==> src/udg_pkg.sv <==
/*
  udg_pkg: constants shared by both ends of the general-command register
  link: command codes, status word layout, error codes, unlock key.
  assumes: included before the interface and both end modules.
*/
package udg_pkg;
  localparam logic [7:0]  CMD_STATUS_BASE  = 8'hA0;
  localparam logic [7:0]  CMD_STATUS_LAST  = 8'hAF;
  localparam logic [7:0]  CMD_UNLOCK       = 8'hB0;
  localparam logic [7:0]  CMD_SCRATCH_WR   = 8'hB2;
  localparam logic [7:0]  CMD_SCRATCH_RD   = 8'hB3;
  localparam logic [15:0] UNLOCK_KEY       = 16'hAA37;
  localparam int          EP_COUNT         = 16;
  localparam int          BIT_MISSED       = 7;
  localparam int          BIT_TOGGLE       = 6;
  localparam int          BIT_RESERVED     = 5;
  localparam int          ERR_LSB          = 1;
  localparam int          BIT_OK           = 0;
  localparam int          SCRATCH_W        = 13;
  localparam logic [7:0]  STATUS_RESET     = 8'h00;
  localparam logic [12:0] SCRATCH_RESET    = 13'h0000;
  localparam logic [3:0]  ERR_NONE         = 4'h0;
  localparam logic [3:0]  ERR_PID_ENC      = 4'h1;
  localparam logic [3:0]  ERR_PID_UNKNOWN  = 4'h2;
  localparam logic [3:0]  ERR_UNEXPECTED   = 4'h3;
  localparam logic [3:0]  ERR_TOKEN_CRC    = 4'h4;
  localparam logic [3:0]  ERR_DATA_CRC     = 4'h5;
  localparam logic [3:0]  ERR_TIMEOUT      = 4'h6;
  localparam logic [3:0]  ERR_BABBLE       = 4'h7;
  localparam logic [3:0]  ERR_EOP          = 4'h8;
  localparam logic [3:0]  ERR_NAK          = 4'h9;
  localparam logic [3:0]  ERR_STALL        = 4'hA;
  localparam logic [3:0]  ERR_OVERFLOW     = 4'hB;
  localparam logic [3:0]  ERR_ISO_EMPTY    = 4'hC;
  localparam logic [3:0]  ERR_BITSTUFF     = 4'hD;
  localparam logic [3:0]  ERR_SYNC         = 4'hE;
  localparam logic [3:0]  ERR_TOGGLE       = 4'hF;
  typedef enum logic [1:0] {
    UDG_IDLE = 2'b00,
    UDG_CMD  = 2'b01,
    UDG_DATA = 2'b11,
    UDG_DONE = 2'b10
  } udg_hstate_t;
endpackage : udg_pkg

==> src/udg_if.sv <==
/*
  udg_if: the shared parallel bus between host processor and device.
  assumes: one clock; a strobe marks a one-cycle bus cycle.
*/
`timescale 1ns/1ps
interface udg_if;
  logic        cs;      // bus cycle strobe, one cycle
  logic        is_cmd;  // 1: command phase, 0: data phase
  logic        wr;      // 1: write, 0: read
  logic [15:0] wdata;   // host write data
  logic [15:0] rdata;   // device read data
  logic        rvalid;  // read data valid, one cycle
  modport dev  (input cs, is_cmd, wr, wdata, output rdata, rvalid);
  modport host (output cs, is_cmd, wr, wdata, input rdata, rvalid);
endinterface : udg_if

==> src/udg_device.sv <==
/*
  udg_device: device end holding the transaction status words, the
  write protect lock and the scratch register, all reached by commands.
  assumes: the transaction engine reports one result per pulse on
  the same clock; suspend_in is synchronous to ref_clk_in.
*/
// Notes on behaviour
// - sixteen status read codes, one word each
// - each new transaction replaces stored status
// - bit7 set when event precedes status read
// - bit6 holds toggle of last good packet
// - error code in bits 4..1, bit5 zero
// - bit0 set on successful transfer
// - code 0 for no error, codes 1,2 for PID errors
// - code 3 for unexpected packet
// - codes 4..8 for CRC, timeout, babble, EOP
// - codes 9 NAK, 10 stall sent
// - code 11 for buffer overflow
// - codes 12..15; bad toggle data ignored
// - suspend blocks all register writes
// - after resume reads refused until unlock
// - unlock code plus key lifts protection
// - processor unlocks after every wake-up
// - scratch written and read by commands
// - scratch 13 bits, reset zero, upper zero
`timescale 1ns/1ps
module udg_device (
  input  wire logic       ref_clk_in,     // 100 MHz clock
  input  wire logic       arst_n_in,      // async reset, low
  udg_if.dev              bus,            // host bus
  input  wire logic       suspend_in,     // device in suspend
  input  wire logic       txn_done_in,    // transaction result pulse
  input  wire logic [3:0] txn_ep_in,      // endpoint index
  input  wire logic [3:0] txn_err_in,     // error code
  input  wire logic       txn_ok_in,      // transfer succeeded
  input  wire logic       txn_toggle_in,  // data toggle of packet
  output logic            locked_out      // write protection active
);
  import udg_pkg::*;

  // a packet counts as good only when the engine reports no error code
  function automatic logic good_packet(input logic       ok,
                                       input logic [3:0] err);
    return ok && err == ERR_NONE;
  endfunction : good_packet

  // every status code shares one upper nibble, the lower one is the index
  function automatic logic status_code(input logic [7:0] code);
    return code[7:4] == CMD_STATUS_BASE[7:4];
  endfunction : status_code

  logic [7:0]           status_q [EP_COUNT];
  logic [7:0]           status_d [EP_COUNT];
  logic [EP_COUNT-1:0]  pending_q;
  logic [EP_COUNT-1:0]  pending_d;

  logic [SCRATCH_W-1:0] scratch_q;
  logic [SCRATCH_W-1:0] scratch_d;
  logic [7:0]           cmd_q;
  logic [7:0]           cmd_d;
  logic                 armed_q;
  logic                 armed_d;
  logic                 locked_q;
  logic                 locked_d;
  logic [15:0]          rdata_q;
  logic [15:0]          rdata_d;
  logic                 rvalid_q;
  logic                 rvalid_d;

  logic                 cmd_wr;
  logic                 data_rd;
  logic                 data_wr;
  logic                 is_status;
  logic                 read_open;
  logic [3:0]           sel_ep;
  logic                 txn_good;

  assign cmd_wr    = bus.cs && bus.is_cmd && bus.wr;
  assign data_rd   = bus.cs && !bus.is_cmd && !bus.wr && armed_q;
  assign data_wr   = bus.cs && !bus.is_cmd && bus.wr && armed_q;
  assign is_status = status_code(cmd_q);
  assign sel_ep    = cmd_q[3:0];
  // refused for as long as the lock stands, not only while suspended
  assign read_open = data_rd && !locked_q;
  assign txn_good  = good_packet(txn_ok_in, txn_err_in);

  // command decode: a command phase latches the code and arms one word
  always_comb begin
    cmd_d   = cmd_q;
    armed_d = armed_q;
    if (cmd_wr) begin
      cmd_d   = bus.wdata[7:0];
      armed_d = 1'b1;
    end else if (data_rd || data_wr) begin
      armed_d = 1'b0;
    end
  end

  always_ff @(posedge ref_clk_in or negedge arst_n_in) begin
    if (!arst_n_in) begin
      cmd_q   <= 8'h00;
      armed_q <= 1'b0;
    end else begin
      cmd_q   <= cmd_d;
      armed_q <= armed_d;
    end
  end

  // lock: suspend wins over a key word in the same cycle, so wake-up
  // noise on the bus cannot open the device early
  always_comb begin
    locked_d = locked_q;
    if (suspend_in) begin
      locked_d = 1'b1;
    end else if (data_wr && cmd_q == CMD_UNLOCK
                 && bus.wdata == UNLOCK_KEY) begin
      locked_d = 1'b0;
    end
  end

  always_ff @(posedge ref_clk_in or negedge arst_n_in) begin
    if (!arst_n_in) begin
      locked_q <= 1'b0;
    end else begin
      locked_q <= locked_d;
    end
  end

  // scratch: a write needs both the lock open and suspend gone
  always_comb begin
    scratch_d = scratch_q;
    if (data_wr && cmd_q == CMD_SCRATCH_WR && !locked_q
        && !suspend_in) begin
      scratch_d = bus.wdata[SCRATCH_W-1:0];
    end
  end

  always_ff @(posedge ref_clk_in or negedge arst_n_in) begin
    if (!arst_n_in) begin
      scratch_q <= SCRATCH_RESET;
    end else begin
      scratch_q <= scratch_d;
    end
  end

  // read answer: a refused read still answers, with zero, so the host
  // never waits on a word that will not come
  always_comb begin
    rdata_d  = 16'h0000;
    rvalid_d = data_rd;
    if (read_open) begin
      if (is_status) begin
        rdata_d = {8'h00, status_q[sel_ep]};
      end else if (cmd_q == CMD_SCRATCH_RD) begin
        rdata_d = {3'b000, scratch_q};
      end
    end
  end

  always_ff @(posedge ref_clk_in or negedge arst_n_in) begin
    if (!arst_n_in) begin
      rdata_q  <= 16'h0000;
      rvalid_q <= 1'b0;
    end else begin
      rdata_q  <= rdata_d;
      rvalid_q <= rvalid_d;
    end
  end

  // status: a status read drops the pending mark; a new result in the
  // same cycle sets it again, so the set wins
  always_comb begin
    pending_d = pending_q;
    for (int i = 0; i < EP_COUNT; i++) begin
      status_d[i] = status_q[i];
    end
    if (read_open && is_status) begin
      pending_d[sel_ep] = 1'b0;
    end
    if (txn_done_in) begin
      status_d[txn_ep_in][BIT_MISSED]   = pending_d[txn_ep_in];
      status_d[txn_ep_in][BIT_RESERVED] = 1'b0;
      // the engine's code is kept as reported, the old result dropped
      status_d[txn_ep_in][ERR_LSB +: 4] = txn_err_in;
      status_d[txn_ep_in][BIT_OK]       = txn_good;
      // toggle follows only good packets; wrong-toggle data is dropped
      if (txn_good) begin
        status_d[txn_ep_in][BIT_TOGGLE] = txn_toggle_in;
      end
      pending_d[txn_ep_in] = 1'b1;
    end
  end

  always_ff @(posedge ref_clk_in or negedge arst_n_in) begin
    if (!arst_n_in) begin
      for (int i = 0; i < EP_COUNT; i++) begin
        status_q[i] <= STATUS_RESET;
      end
      pending_q <= '0;
    end else begin
      status_q  <= status_d;
      pending_q <= pending_d;
    end
  end

  assign bus.rdata  = rdata_q;
  assign bus.rvalid = rvalid_q;
  assign locked_out = locked_q;
endmodule : udg_device

==> src/flat_wrapper.sv <==
// flat-port wrapper written by rule: the top's interface ports become plain ports
module udg_device_flat import udg_pkg::*;
  (ref_clk_in, arst_n_in, suspend_in, txn_done_in, txn_ep_in, txn_err_in, txn_ok_in, txn_toggle_in, locked_out, bus_cs, bus_is_cmd, bus_wr, bus_wdata, bus_rdata, bus_rvalid);
  udg_if bus_i ();
  input  wire logic ref_clk_in;
  input  wire logic arst_n_in;
  input  wire logic suspend_in;
  input  wire logic txn_done_in;
  input  wire logic [3:0] txn_ep_in;
  input  wire logic [3:0] txn_err_in;
  input  wire logic txn_ok_in;
  input  wire logic txn_toggle_in;
  output logic locked_out;
  input wire logic [$bits(bus_i.cs)-1:0] bus_cs;
  input wire logic [$bits(bus_i.is_cmd)-1:0] bus_is_cmd;
  input wire logic [$bits(bus_i.wr)-1:0] bus_wr;
  input wire logic [$bits(bus_i.wdata)-1:0] bus_wdata;
  output wire logic [$bits(bus_i.rdata)-1:0] bus_rdata;
  output wire logic [$bits(bus_i.rvalid)-1:0] bus_rvalid;
  assign bus_i.cs = bus_cs;
  assign bus_i.is_cmd = bus_is_cmd;
  assign bus_i.wr = bus_wr;
  assign bus_i.wdata = bus_wdata;
  assign bus_rdata = bus_i.rdata;
  assign bus_rvalid = bus_i.rvalid;
  udg_device u_core (.ref_clk_in(ref_clk_in), .arst_n_in(arst_n_in), .bus(bus_i), .suspend_in(suspend_in), .txn_done_in(txn_done_in), .txn_ep_in(txn_ep_in), .txn_err_in(txn_err_in), .txn_ok_in(txn_ok_in), .txn_toggle_in(txn_toggle_in), .locked_out(locked_out));
endmodule
==> config.mk <==
export PLATFORM = sky130hd
export DESIGN_NAME = udg_device_flat
export DESIGN_NICKNAME = d
export VERILOG_FILES = /design/src/udg_pkg.sv /design/src/udg_if.sv /design/src/udg_device.sv /design/src/flat_wrapper.sv
export SDC_FILE = /design/constraint.sdc
export NUM_CORES = 1
export LEC_CHECK = 0
export ABC_CLOCK_PERIOD_IN_PS = 2100
export BUFFER_PORTS_ARGS = -buffer_cell sky130_fd_sc_hd__buf_4
export CAP_MARGIN = 20
export CORE_MARGIN = 2
export CORE_UTILIZATION = 60
export DETAILED_ROUTE_END_ITERATION = 10
export GPL_TIMING_DRIVEN = 0
export PLACE_DENSITY = 0.85
export SYNTH_ARGS = -nofsm -noshare
export SYNTH_HDL_FRONTEND = slang
export SYNTH_SLANG_ARGS = --single-unit
==> constraint.sdc <==
create_clock -name ref_clk_in -period 2.1 [get_ports ref_clk_in]
set_clock_uncertainty 0.05 [all_clocks]
set_input_delay 0.21 -clock ref_clk_in [delete_from_list [all_inputs] [get_ports ref_clk_in]]
set_output_delay 0.21 -clock ref_clk_in [all_outputs]
set_load 0.005 [all_outputs]
==> results of run 1 <==
## state kept, by name (all words and copies together), names as in the netlist
name	cells
u_core.scratch_q	13
u_core.cmd_q	8
u_core.bus.rvalid	1
u_core.bus.rdata	13
u_core.pending_q	16
u_core.status_q	128
u_core.armed_q	1
u_core.locked_out	1
## worst register-to-register path, cell delays in order, from the launching register on
cell	delay, ns
dfrtp_1	0.41
clkbuf_2	0.20
or4b_1	0.48
nor4_1	0.38
o22a_1	0.29
a31oi_1	0.11
## placed cells by master (no fill, tap or decap), drive strengths merged, types with 2 or more instances in the layout
cell and instances:
o31ai 2, clkbuf 42, dlygate4sd3 17, mux4 32
nand3b 3, clkinv 4, o22a 4, and2 16
nor3 3, nor4 11, nand2 103, bufinv 5
nor2 25, dfrtp 181, nand4 4, a21oi 2
nand4b 5, nand2b 5, inv 11, a31oi 8
nand4bb 4, a21o 4, buf 67, o22ai 6
a22oi 16, mux2 89, or2 3, or3 2
a22o 8, nand3 6, or4bb 2, o21ai 22
nor2b 12, conb 3
## metrics by stage
stage	setup TNS (ns)	utilization, %	hold WS [ns]	setup WS (ns)	instances
2_1_floorplan	0	-	-0.136	0.375	638
4_1_cts	0	72.3	0.0171	0.0147	910
5_1_grt	-0.0217	72.7	0.0163	-0.0217	911
6_report	0	72.7	0.0246	0.0461	911
3_5_place_dp	-1.44	66.0	0.149	-0.251	862
3_3_place_gp	-27.49	65.7	0.368	-0.161	861
## cell usage after synthesis, drive strengths merged, types with 6 or more instances
library cell / instances
dfrtp: 181
nand2: 103
mux2: 89
mux4: 32
nor2: 25
o21ai: 22
buf: 21
clkbuf: 17
a22oi: 16
and2: 16
nor2b: 12
inv: 11
nor4: 11
a22o: 8
a31oi: 8
nand3: 6
o22ai: 6
## layout make-up
type                    count  area, µm²
clock buffers              22        474
plain buffers              38        231
flip-flops and latches    181       4530
fillers                   800       3600
multi-input cells         408       3360
clock inverters             9        174
repair buffers             66        563
inverters                  11       41.3
well taps                 176        220
## power groups by stage
stage	sequential (µW)	clock, µW	combinational (µW)
after detailed placement	4210	0	1530
after CTS	4160	3510	1570
final	4170	3510	1610
after global placement	4170	0	1460
after global routing	4210	3680	1730
after floorplan	4130	0	1070
## routing by layer
metal	up-vias	routed length, µm
li1	2449	-
met3	57	1740
met2	338	9990
met5	-	0
met4	0	738
met1	2971	7920
## worst max path at each step
stage	startpoint	to	slack [ns]
6_report	u_core.cmd_q[2]	u_core.status_q[55]	0.05
5_1_grt	u_core.cmd_q[0]	u_core.bus.rdata[4]	-0.02
4_1_cts	u_core.cmd_q[1]	u_core.status_q[31]	0.01
3_5_place_dp	u_core.cmd_q[1]	u_core.bus.rdata[4]	-0.25
3_3_place_gp	arst_n_in	u_core.status_q[51]	-0.16
2_1_floorplan	u_core.cmd_q[1]	u_core.status_q[63]	0.38
## kinds of logic after synthesis
group,synth area share (%)
other cells,0.0464
flops,56.0
buf+inv,3.02
mux,21.3
simple gates,13.6
compound gates,6.02
## repair_timing
item / CTS / global route
hold endpoints to repair: 93 / 0
hold buffers: 17 / 0
setup buffers: 0 / 0
gates resized for setup: 3 / 15
endpoints found under the setup margin: 11 / 16
==> flow_summary.yaml, run 1 <==
worst_setup_path:
  worst-r2r-cell-count: 5
  cpLargestDelayFamily: "simple AND/OR/NAND/NOR gates"
  cp-end-kind: "flop"
  r2r_slack_ns: 0.05
  required_ns: 2.35
  r2r-start: "u_core.cmd_q[2]"
  cp_max_fo: 10
  arrival_ns: 2.31
  critPathKind: "reg -> reg"
  critPathLaunchType: "flop"
  slowest_delay_ns: 0.48
  crit_buf_inv: 1
  cp.depth: 5
  cp_cell_sequence: "clkbuf_2 > or4b_1 > nor4_1 > o22a_1 > a31oi_1"
  slowest_stage: "or4b_1"
  r2r-end: "u_core.status_q[55]"
logic_synthesis:
  synth_cells: 636
  syn_avg_cell_area_um2: 12.7
  synthArstFlopShare_pct: 100
  synth_top_area_share_pct: 56.0
  yosys-top-cells-area: "dfrtp_1, mux2_2, mux4_2"
  ys.flop_type: "dfrtp_1"
  yosys.area.top_type: "dfrtp_1"
  syn_area_um2: 8080
  yosys_register_bits: 181
  synth-edff-count: 0
  ys.warnings.count: 0
  synth_seq_area_share_pct: 56.0
  yosysUniqueCellTypes: 47
sta:
  worstMarginPinSlew_ns: 1.02
  setup_viol: 0
  finalCriticalPeriod_ns: 2.05
  final_max_slew_viol_count: 0
  max_freq_mhz: 487
  fin_crit_sh_pct: 97.8
  rsz0062_at_grt: "true"
  max_slew_margin_pct: 31.2
  hold_viol_final: 0
cts:
  clk_latency_ns: 0.44
  htree_levels: 4
  clk_path_buf_depth: 2
  cts_root_buf: "clkbuf_16"
  cts_tree: "done"
  path_clk_slew_ns: 0.07
  cts_sinks: 181
  cts_buffers: 17
grt:
  grt_util_met3_pct: 6.99
  grt_pass1_wl_um: 32300
  antenna_found_initial: 0
  grt_pass1_vias: 5945
  use_met2_pct: 48.1
  grt.busiest_layer: "met2"
  grt_max_degree: 111
  grt_overflow_total: 0
  use_met1_pct: 39.4
  grt_usage_pct: 30.2
pwr:
  switchingPower_uw: 2370
  netSwitchingFraction_pct: 25.5
  power.density_nw_per_um2: 968
  peakVddDrop_uv: 777
  pwr-share-clk_pct: 37.7
  p_total_uw: 9290
  p_leak_uw: 0.00449
  power_frac_seq_pct: 44.9
  comb_power_share_pct: 17.4
  power.internal_uw: 6920
detailed_routing:
  via_count: 5815
  drt_iter0_markers: 601
  drc: 0
  routed_wl_um: 20400
  firstDrtPassIters: 6
  ant_nets: 0
  avgViaCountPerCell: 6.38
  routedWlPerCell_um: 22.4
finish:
  layout-drive-gt1-share_pct: 31.4
  nNetsFinal: 756
  synthToLayoutAreaGrowth_pct: 18.7
  fin_area_um2: 9590
  antennaDiodeCount: 0
floorplanning:
  start_util_pct: 61.3
  fp.dieH_um: 120
  fp.dieW_um: 120
  core_region_area_um2: 13200
  ioPinCount: 51
  dieArea_um2: 14400
  num_rows: 42
placement:
  port_buffers: 47
  gp_congestion: 0.923
  dp_hpwl_um: 13500
  place_area_um2: 8700
worst_hold_path:
  hold_class: "in -> reg"
  worstHoldEndpoint: "u_core.status_q[110]"
  whs_path_depth: 2
  min_from: "txn_toggle_in"
outcome:
  status: "complete, no violations"
run:
  drv_cap: 0
(Power assumes the default switching activity.)
==> run 2, diff against run 1 <==
--- a/config.mk
+++ b/config.mk
@@ -9,10 +9,11 @@
 export BUFFER_PORTS_ARGS = -buffer_cell sky130_fd_sc_hd__buf_4
 export CAP_MARGIN = 20
 export CORE_MARGIN = 2
-export CORE_UTILIZATION = 60
+export CORE_UTILIZATION = 40
 export DETAILED_ROUTE_END_ITERATION = 10
 export GPL_TIMING_DRIVEN = 0
-export PLACE_DENSITY = 0.85
+export HOLD_SLACK_MARGIN = 0.03
+export PLACE_DENSITY = 0.62
 export SYNTH_ARGS = -nofsm -noshare
 export SYNTH_HDL_FRONTEND = slang
 export SYNTH_SLANG_ARGS = --single-unit
==> flow_summary.yaml, run 2 (synthesis gave the netlist of run 1 again) <==
outcome:
  status: "complete, no violations"
finish:
  layout-drive-gt1-share_pct: 31.7
  nNetsFinal: 761
  top_regs: "u_core.status_q: 128 flops, u_core.pending_q: 16 flops"
  antennaDiodeCount: 0
  layout_commonest_cell: "dfrtp_1"
  largest_reg_flops: 128
  fin_area_um2: 9740
  fin_cells: 1011
  final_cell_mix: "dfrtp_1, nand2_1, mux2_2"
  largest_register: "u_core.status_q"
  synthToLayoutAreaGrowth_pct: 20.5
  fill_cells: 1807
worst_setup_path:
  critPathLaunch: "u_core.cmd_q[0]"
  r2r-start: "u_core.cmd_q[0]"
  required_ns: 2.37
  arrival_ns: 2.31
  cp-end-kind: "flop"
  cp_max_fo: 10
  critPathKind: "reg -> reg"
  r2r-end: "u_core.bus.rdata[6]"
  cp-endpoint: "u_core.bus.rdata[6]"
  worst-r2r-cell-count: 6
  critPathLaunchType: "flop"
  r2r_slack_ns: 0.06
detailed_routing:
  met1_length_um: 9030
  routed-wl-met2_um: 10100
  firstDrtPassIters: 5
  ant_nets: 0
  routed_wl_um: 21000
  dr_wl_met3_um: 1360
  avgViaCountPerCell: 5.51
  via_count: 5574
  top_layer_used: "met4"
  drc: 0
  drt_iter0_markers: 463
  routedWlPerCell_um: 20.8
placement:
  port_buffers: 47
  place_area_um2: 8820
  gp_congestion: 0.826
  dp_hpwl_um: 14500
  placed_cells: 956
floorplanning:
  start_util_pct: 40.3
  ioPinCount: 51
  core_region_area_um2: 20000
  fp.dieW_um: 146
  num_rows: 52
  fp.dieH_um: 146
  dieArea_um2: 21400
sta:
  setup_viol: 0
  rsz0062_at_grt: "false"
  hold_viol_final: 0
  fin_crit_sh_pct: 97.1
  finalHoldWorstSlack_ns: 0.102
  finalCriticalPeriod_ns: 2.04
  max_freq_mhz: 491
  final_max_slew_viol_count: 0
  worstMarginPinSlew_ns: 1.20
  max_slew_margin_pct: 19.5
pwr:
  peakVddDrop_uv: 653
  power.density_nw_per_um2: 941
  p_leak_uw: 0.00447
run:
  drv_cap: 0
grt:
  grt_overflow_total: 0
  grt_max_degree: 124
  grt_pass1_wl_um: 33500
  grt_pass1_vias: 5947
  grt_usage_pct: 20.7
  antenna_found_initial: 0
cts:
  clk_latency_ns: 0.44
  path_clk_slew_ns: 0.06
  htree_levels: 4
  clk_path_buf_depth: 2
  cts_sinks: 181
  cts_buffers: 17
  cts_tree: "done"
  cts_root_buf: "clkbuf_16"
worst_hold_path:
  hold_class: "in -> reg"
## run 2: cell count changes in the layout (fill, tap and decap cells not counted), moves of 2 or more
| cell | before | now |
|---|---|---|
| dlygate4sd3_1 | 17 | 22 |
| buf_4 | 51 | 55 |
| bufinv_16 | 5 | 3 |
| clkinv_2 | 3 | 0 |
| buf_2 | 10 | 8 |
| clkinvlp_4 | 0 | 5 |
| clkbuf_4 | 4 | 2 |
## run 2: worst max-delay path, stage by stage (launching register included)
cell	delay, ns
dfrtp_1	0.36
buf_6	0.18
buf_8	0.21
mux4_2	0.52
a22oi_1	0.20
nand2_1	0.17
a22o_1	0.24
## run 2: metal layers
metal	up-vias	global-route usage, %
met2	192	33.0
met3	38	5.22
met5	-	0
met4	0	7.48
met1	2887	27.5
li1	2457	-
## run 2: stage by stage
step / setup slack, ns / util [%] / power, µW / TNS, ns
6_report: 0.0618 / 48.6 / 9170 / 0
5_1_grt: 0.00271 / 48.6 / 9560 / 0
4_1_cts: 0.0179 / 48.3 / 9190 / 0
3_5_place_dp: -0.324 / 44.0 / 5790 / -2.18
3_3_place_gp: -0.264 / 43.8 / 5680 / -41.03
2_1_floorplan: 0.375 / - / 5200 / 0
## run 2: worst min path at each step
stage                              from                 to  depth (start not counted)
after floorplan               arst_n_in     u_core.armed_q                          0
after global placement           bus_cs     u_core.armed_q                          2
final                     bus_wdata[14]  u_core.locked_out                          4
after CTS                 bus_wdata[14]  u_core.locked_out                          4
after global routing      bus_wdata[14]  u_core.locked_out                          4
after detailed placement      arst_n_in    u_core.cmd_q[2]                          1
## run 2: layout make-up
| cell class | instances | area, µm² | area share, % |
|---|---|---|---|
| Buffer | 38 | 238 | 2.44 |
| Clock buffer | 22 | 484 | 4.97 |
| Clock inverter | 10 | 145 | 1.49 |
| Inverter | 11 | 41.3 | 0.424 |
| Multi-Input combinational cell | 408 | 3350 | 34.4 |
| Sequential cell | 181 | 4530 | 46.5 |
| Tap cell | 270 | 338 | 3.47 |
| Timing Repair Buffer | 71 | 616 | 6.32 |
## run 2: report_power, final
part           internal [µW]  switching, µW
Sequential              3920            232
Combinational            811            839
Clock                   2010           1360
## run 2: timing repair
| item | in CTS | in global routing |
|---|---|---|
| hold buffers | 22 | 0 |
| hold endpoints to repair | 104 | 0 |
| buffers inserted | 0 | 0 |
| setup endpoints to repair | 10 | 19 |
| gates resized for setup | 6 | 16 |
==> run 3, diff against run 2 <==
--- a/config.mk
+++ b/config.mk
@@ -5,7 +5,8 @@
 export SDC_FILE = /design/constraint.sdc
 export NUM_CORES = 1
 export LEC_CHECK = 0
-export ABC_CLOCK_PERIOD_IN_PS = 2100
+export ABC_AREA = 1
+export ABC_CLOCK_PERIOD_IN_PS = 2000
 export BUFFER_PORTS_ARGS = -buffer_cell sky130_fd_sc_hd__buf_4
 export CAP_MARGIN = 20
 export CORE_MARGIN = 2
==> constraint.sdc (replaced) <==
create_clock -name ref_clk_in -period 2 [get_ports ref_clk_in]
set_clock_uncertainty 0.05 [all_clocks]
set_input_delay 0.2 -clock ref_clk_in [delete_from_list [all_inputs] [get_ports ref_clk_in]]
set_output_delay 0.2 -clock ref_clk_in [all_outputs]
set_load 0.005 [all_outputs]
==> flow_summary.yaml, run 3 <==
outcome:
  status: "finished with violations"
  violations: "setup timing"
logic_synthesis:
  yosys-top-cells-area: "dfrtp_1, nand2_1, o21ai_0"
  ys.flop_type: "dfrtp_1"
  synth-edff-count: 0
  ys.warnings.count: 0
  syn_avg_cell_area_um2: 8.38
  synth_commonest_cells: "nand2_1, dfrtp_1, o21ai_0"
  synth-simple-area-share_pct: 20.0
  synth_cells: 955
  synth_mux_area_share_pct: 0.281
  synth_compound_area_share_pct: 14.7
  synthXorXnorAreaFrac_pct: 0
  synth.most_common_cell: "nand2_1"
  synthAdderAreaFrac_pct: 0
  yosysUniqueCellTypes: 31
  synthArstFlopShare_pct: 100
  yosys.area.top_type: "dfrtp_1"
  synth_top_family_by_area: "simple AND/OR/NAND/NOR gates"
  synth_top_area_share_pct: 56.6
  syn_area_um2: 8010
  synth_seq_area_share_pct: 56.6
  yosys_register_bits: 181
cts:
  clk_latency_ns: 0.44
  htree_levels: 4
  path_clk_slew_ns: 0.06
  cts_sinks: 181
  cts_tree: "done"
  clk_path_buf_depth: 2
  cts_buffers: 17
  cts_root_buf: "clkbuf_16"
sta:
  finalHoldWorstSlack_ns: 0.0349
  fin_crit_sh_pct: 104
  setup_viol: 21
  rsz0062_at_grt: "true"
  fin_setup_tns_ns: -0.531
  finalCriticalPeriod_ns: 2.08
  setup_ws_ns: -0.0775
  worstMarginPinSlew_ns: 0.855
  hold_viol_final: 0
  max_slew_margin_pct: 43.0
  max_freq_mhz: 481
  final_max_slew_viol_count: 0
floorplanning:
  fp.dieW_um: 145
  ioPinCount: 51
  core_region_area_um2: 19500
  fp.dieH_um: 145
  dieArea_um2: 21200
  start_util_pct: 41.0
  num_rows: 51
finish:
  nNetsFinal: 1079
  fin_area_um2: 9740
  synthToLayoutAreaGrowth_pct: 21.6
  fill_cells: 1906
  top_regs: "u_core.status_q: 128 flops, u_core.pending_q: 16 flops"
  largest_reg_flops: 128
  final_cell_mix: "nand2_1, dfrtp_1, o21ai_0"
  layout-drive-gt1-share_pct: 17.1
  fin_util_pct: 49.9
  fin_cells: 1324
  layout_commonest_cell: "nand2_1"
  antennaDiodeCount: 0
  largest_register: "u_core.status_q"
worst_setup_path:
  critPathKind: "reg -> reg"
  worst-r2r-cell-count: 9
  r2r_slack_ns: -0.08
  cp_max_fo: 10
  arrival_ns: 2.35
  required_ns: 2.27
  slowest_delay_ns: 0.46
  cp_cell_sequence: "nand2_2 > inv_1 > buf_2 > nand2_1 > nand2_1 > a221oi_1 > o21ai_0 > o21ai_1 > nand2_1"
  path_common_cell: "nand2_1"
  slowest_stage: "dfrtp_2"
  critPathLaunchType: "flop"
  cp-end-kind: "flop"
detailed_routing:
  avgViaCountPerCell: 5.10
  via_count: 6749
  drc: 0
  routed_wl_um: 22900
  drt_iter0_markers: 603
  firstDrtPassIters: 6
  ant_nets: 0
  routedWlPerCell_um: 17.3
placement:
  place_area_um2: 8700
  port_buffers: 43
  gp_congestion: 0.861
  dp_hpwl_um: 15800
  placed_cells: 1266
worst_hold_path:
  whs_path_depth: 3
  hold_class: "in -> reg"
grt:
  grt_max_degree: 115
  grt_usage_pct: 22.0
  grt_pass1_vias: 6433
  antenna_found_initial: 0
  grt_overflow_total: 0
  grt_pass1_wl_um: 36000
pwr:
  peakVddDrop_uv: 800
  power.density_nw_per_um2: 972
  p_leak_uw: 0.00474
run:
  drv_cap: 0
==> run 3: changes by cell type after synthesis, sizes merged, moves of 7 or more <==
| cell | delta |
|---|---|
| nand2 | +168 |
| o21ai | +125 |
| inv | +109 |
| mux2 | -87 |
| nor2 | +52 |
| mux4 | -32 |
| nand3 | +31 |
| o22ai | +18 |
| and2 | -16 |
| a221oi | +12 |
| nor2b | -12 |
| a22o | -8 |
| a31oi | -8 |
| nor4 | -7 |
==> run 3: path summary, 6_finish.rpt <==
kind | from | end
max | u_core.cmd_q[1] | u_core.bus.rdata[7]
min | bus_wdata[1] | u_core.scratch_q[1]
max reg2reg | u_core.cmd_q[1] | u_core.bus.rdata[7]
min reg2reg | u_core.status_q[125] | u_core.status_q[125]
max in group asynchronous | arst_n_in | u_core.status_q[98]
min in group asynchronous | arst_n_in | u_core.bus.rdata[12]
==> run 3: critical path: cells and delay by family, from the launching register on <==
family,cells,cell delay (ns)
compound gates,3,0.65
buf+inv,2,0.37
simple gates,4,0.43
flops,1,0.46
==> run 3: cell type report <==
cell class / count / area (µm²) / area share, %
inverter: 123 / 462 / 4.74
multi-input combinational: 610 / 2980 / 30.6
tap: 265 / 332 / 3.41
clock inverter: 10 / 95.1 / 0.977
sequential: 181 / 4530 / 46.5
timing repair buffer: 70 / 596 / 6.12
buffer: 43 / 256 / 2.63
clock buffer: 22 / 484 / 4.97
==> run 3: through the flow <==
stage	worst slack [ns]	power [µW]
CTS	-0.0155	9420
finish	-0.0775	9470
detailed placement	-0.715	6030
floorplan	0.214	5440
global placement	-0.705	5980
global route	-0.182	9920
==> run 3: logic make-up (layout without fill, tap and decap cells) <==
group / after synthesis / after routing
AND/OR/NAND/NOR: 396 / 396
AO/OA/AOI/OAI: 209 / 209
flip-flops: 181 / 181
buffers and inverters: 166 / 268
multiplexers: 2 / 2
other: 1 / 3
==> run 3: repair_timing <==
action	CTS	global route
cloned	0	3
buffers inserted	6	8
pin swaps	6	10
resized for setup	39	54
setup endpoints to repair	30	25
hold buffers	9	0
hold endpoints to repair	121	0
==> run 3: where the power goes <==
| part | total, µW | switching [µW] | internal, µW |
|---|---|---|---|
| sequential | 4470 | 251 | 4210 |
| clock | 3300 | 1440 | 1850 |
| combinational | 1700 | 1090 | 615 |
| total | 9470 | 2780 | 6680 |
==> run 3: layer usage <==
layer  track usage, %  up-vias  wire, µm
li1                 -     3250         -
met1             31.5     3218     10400
met2             33.6      232     10400
met3             3.92       49      1360
met4             8.48        0       704
met5                0        -         0
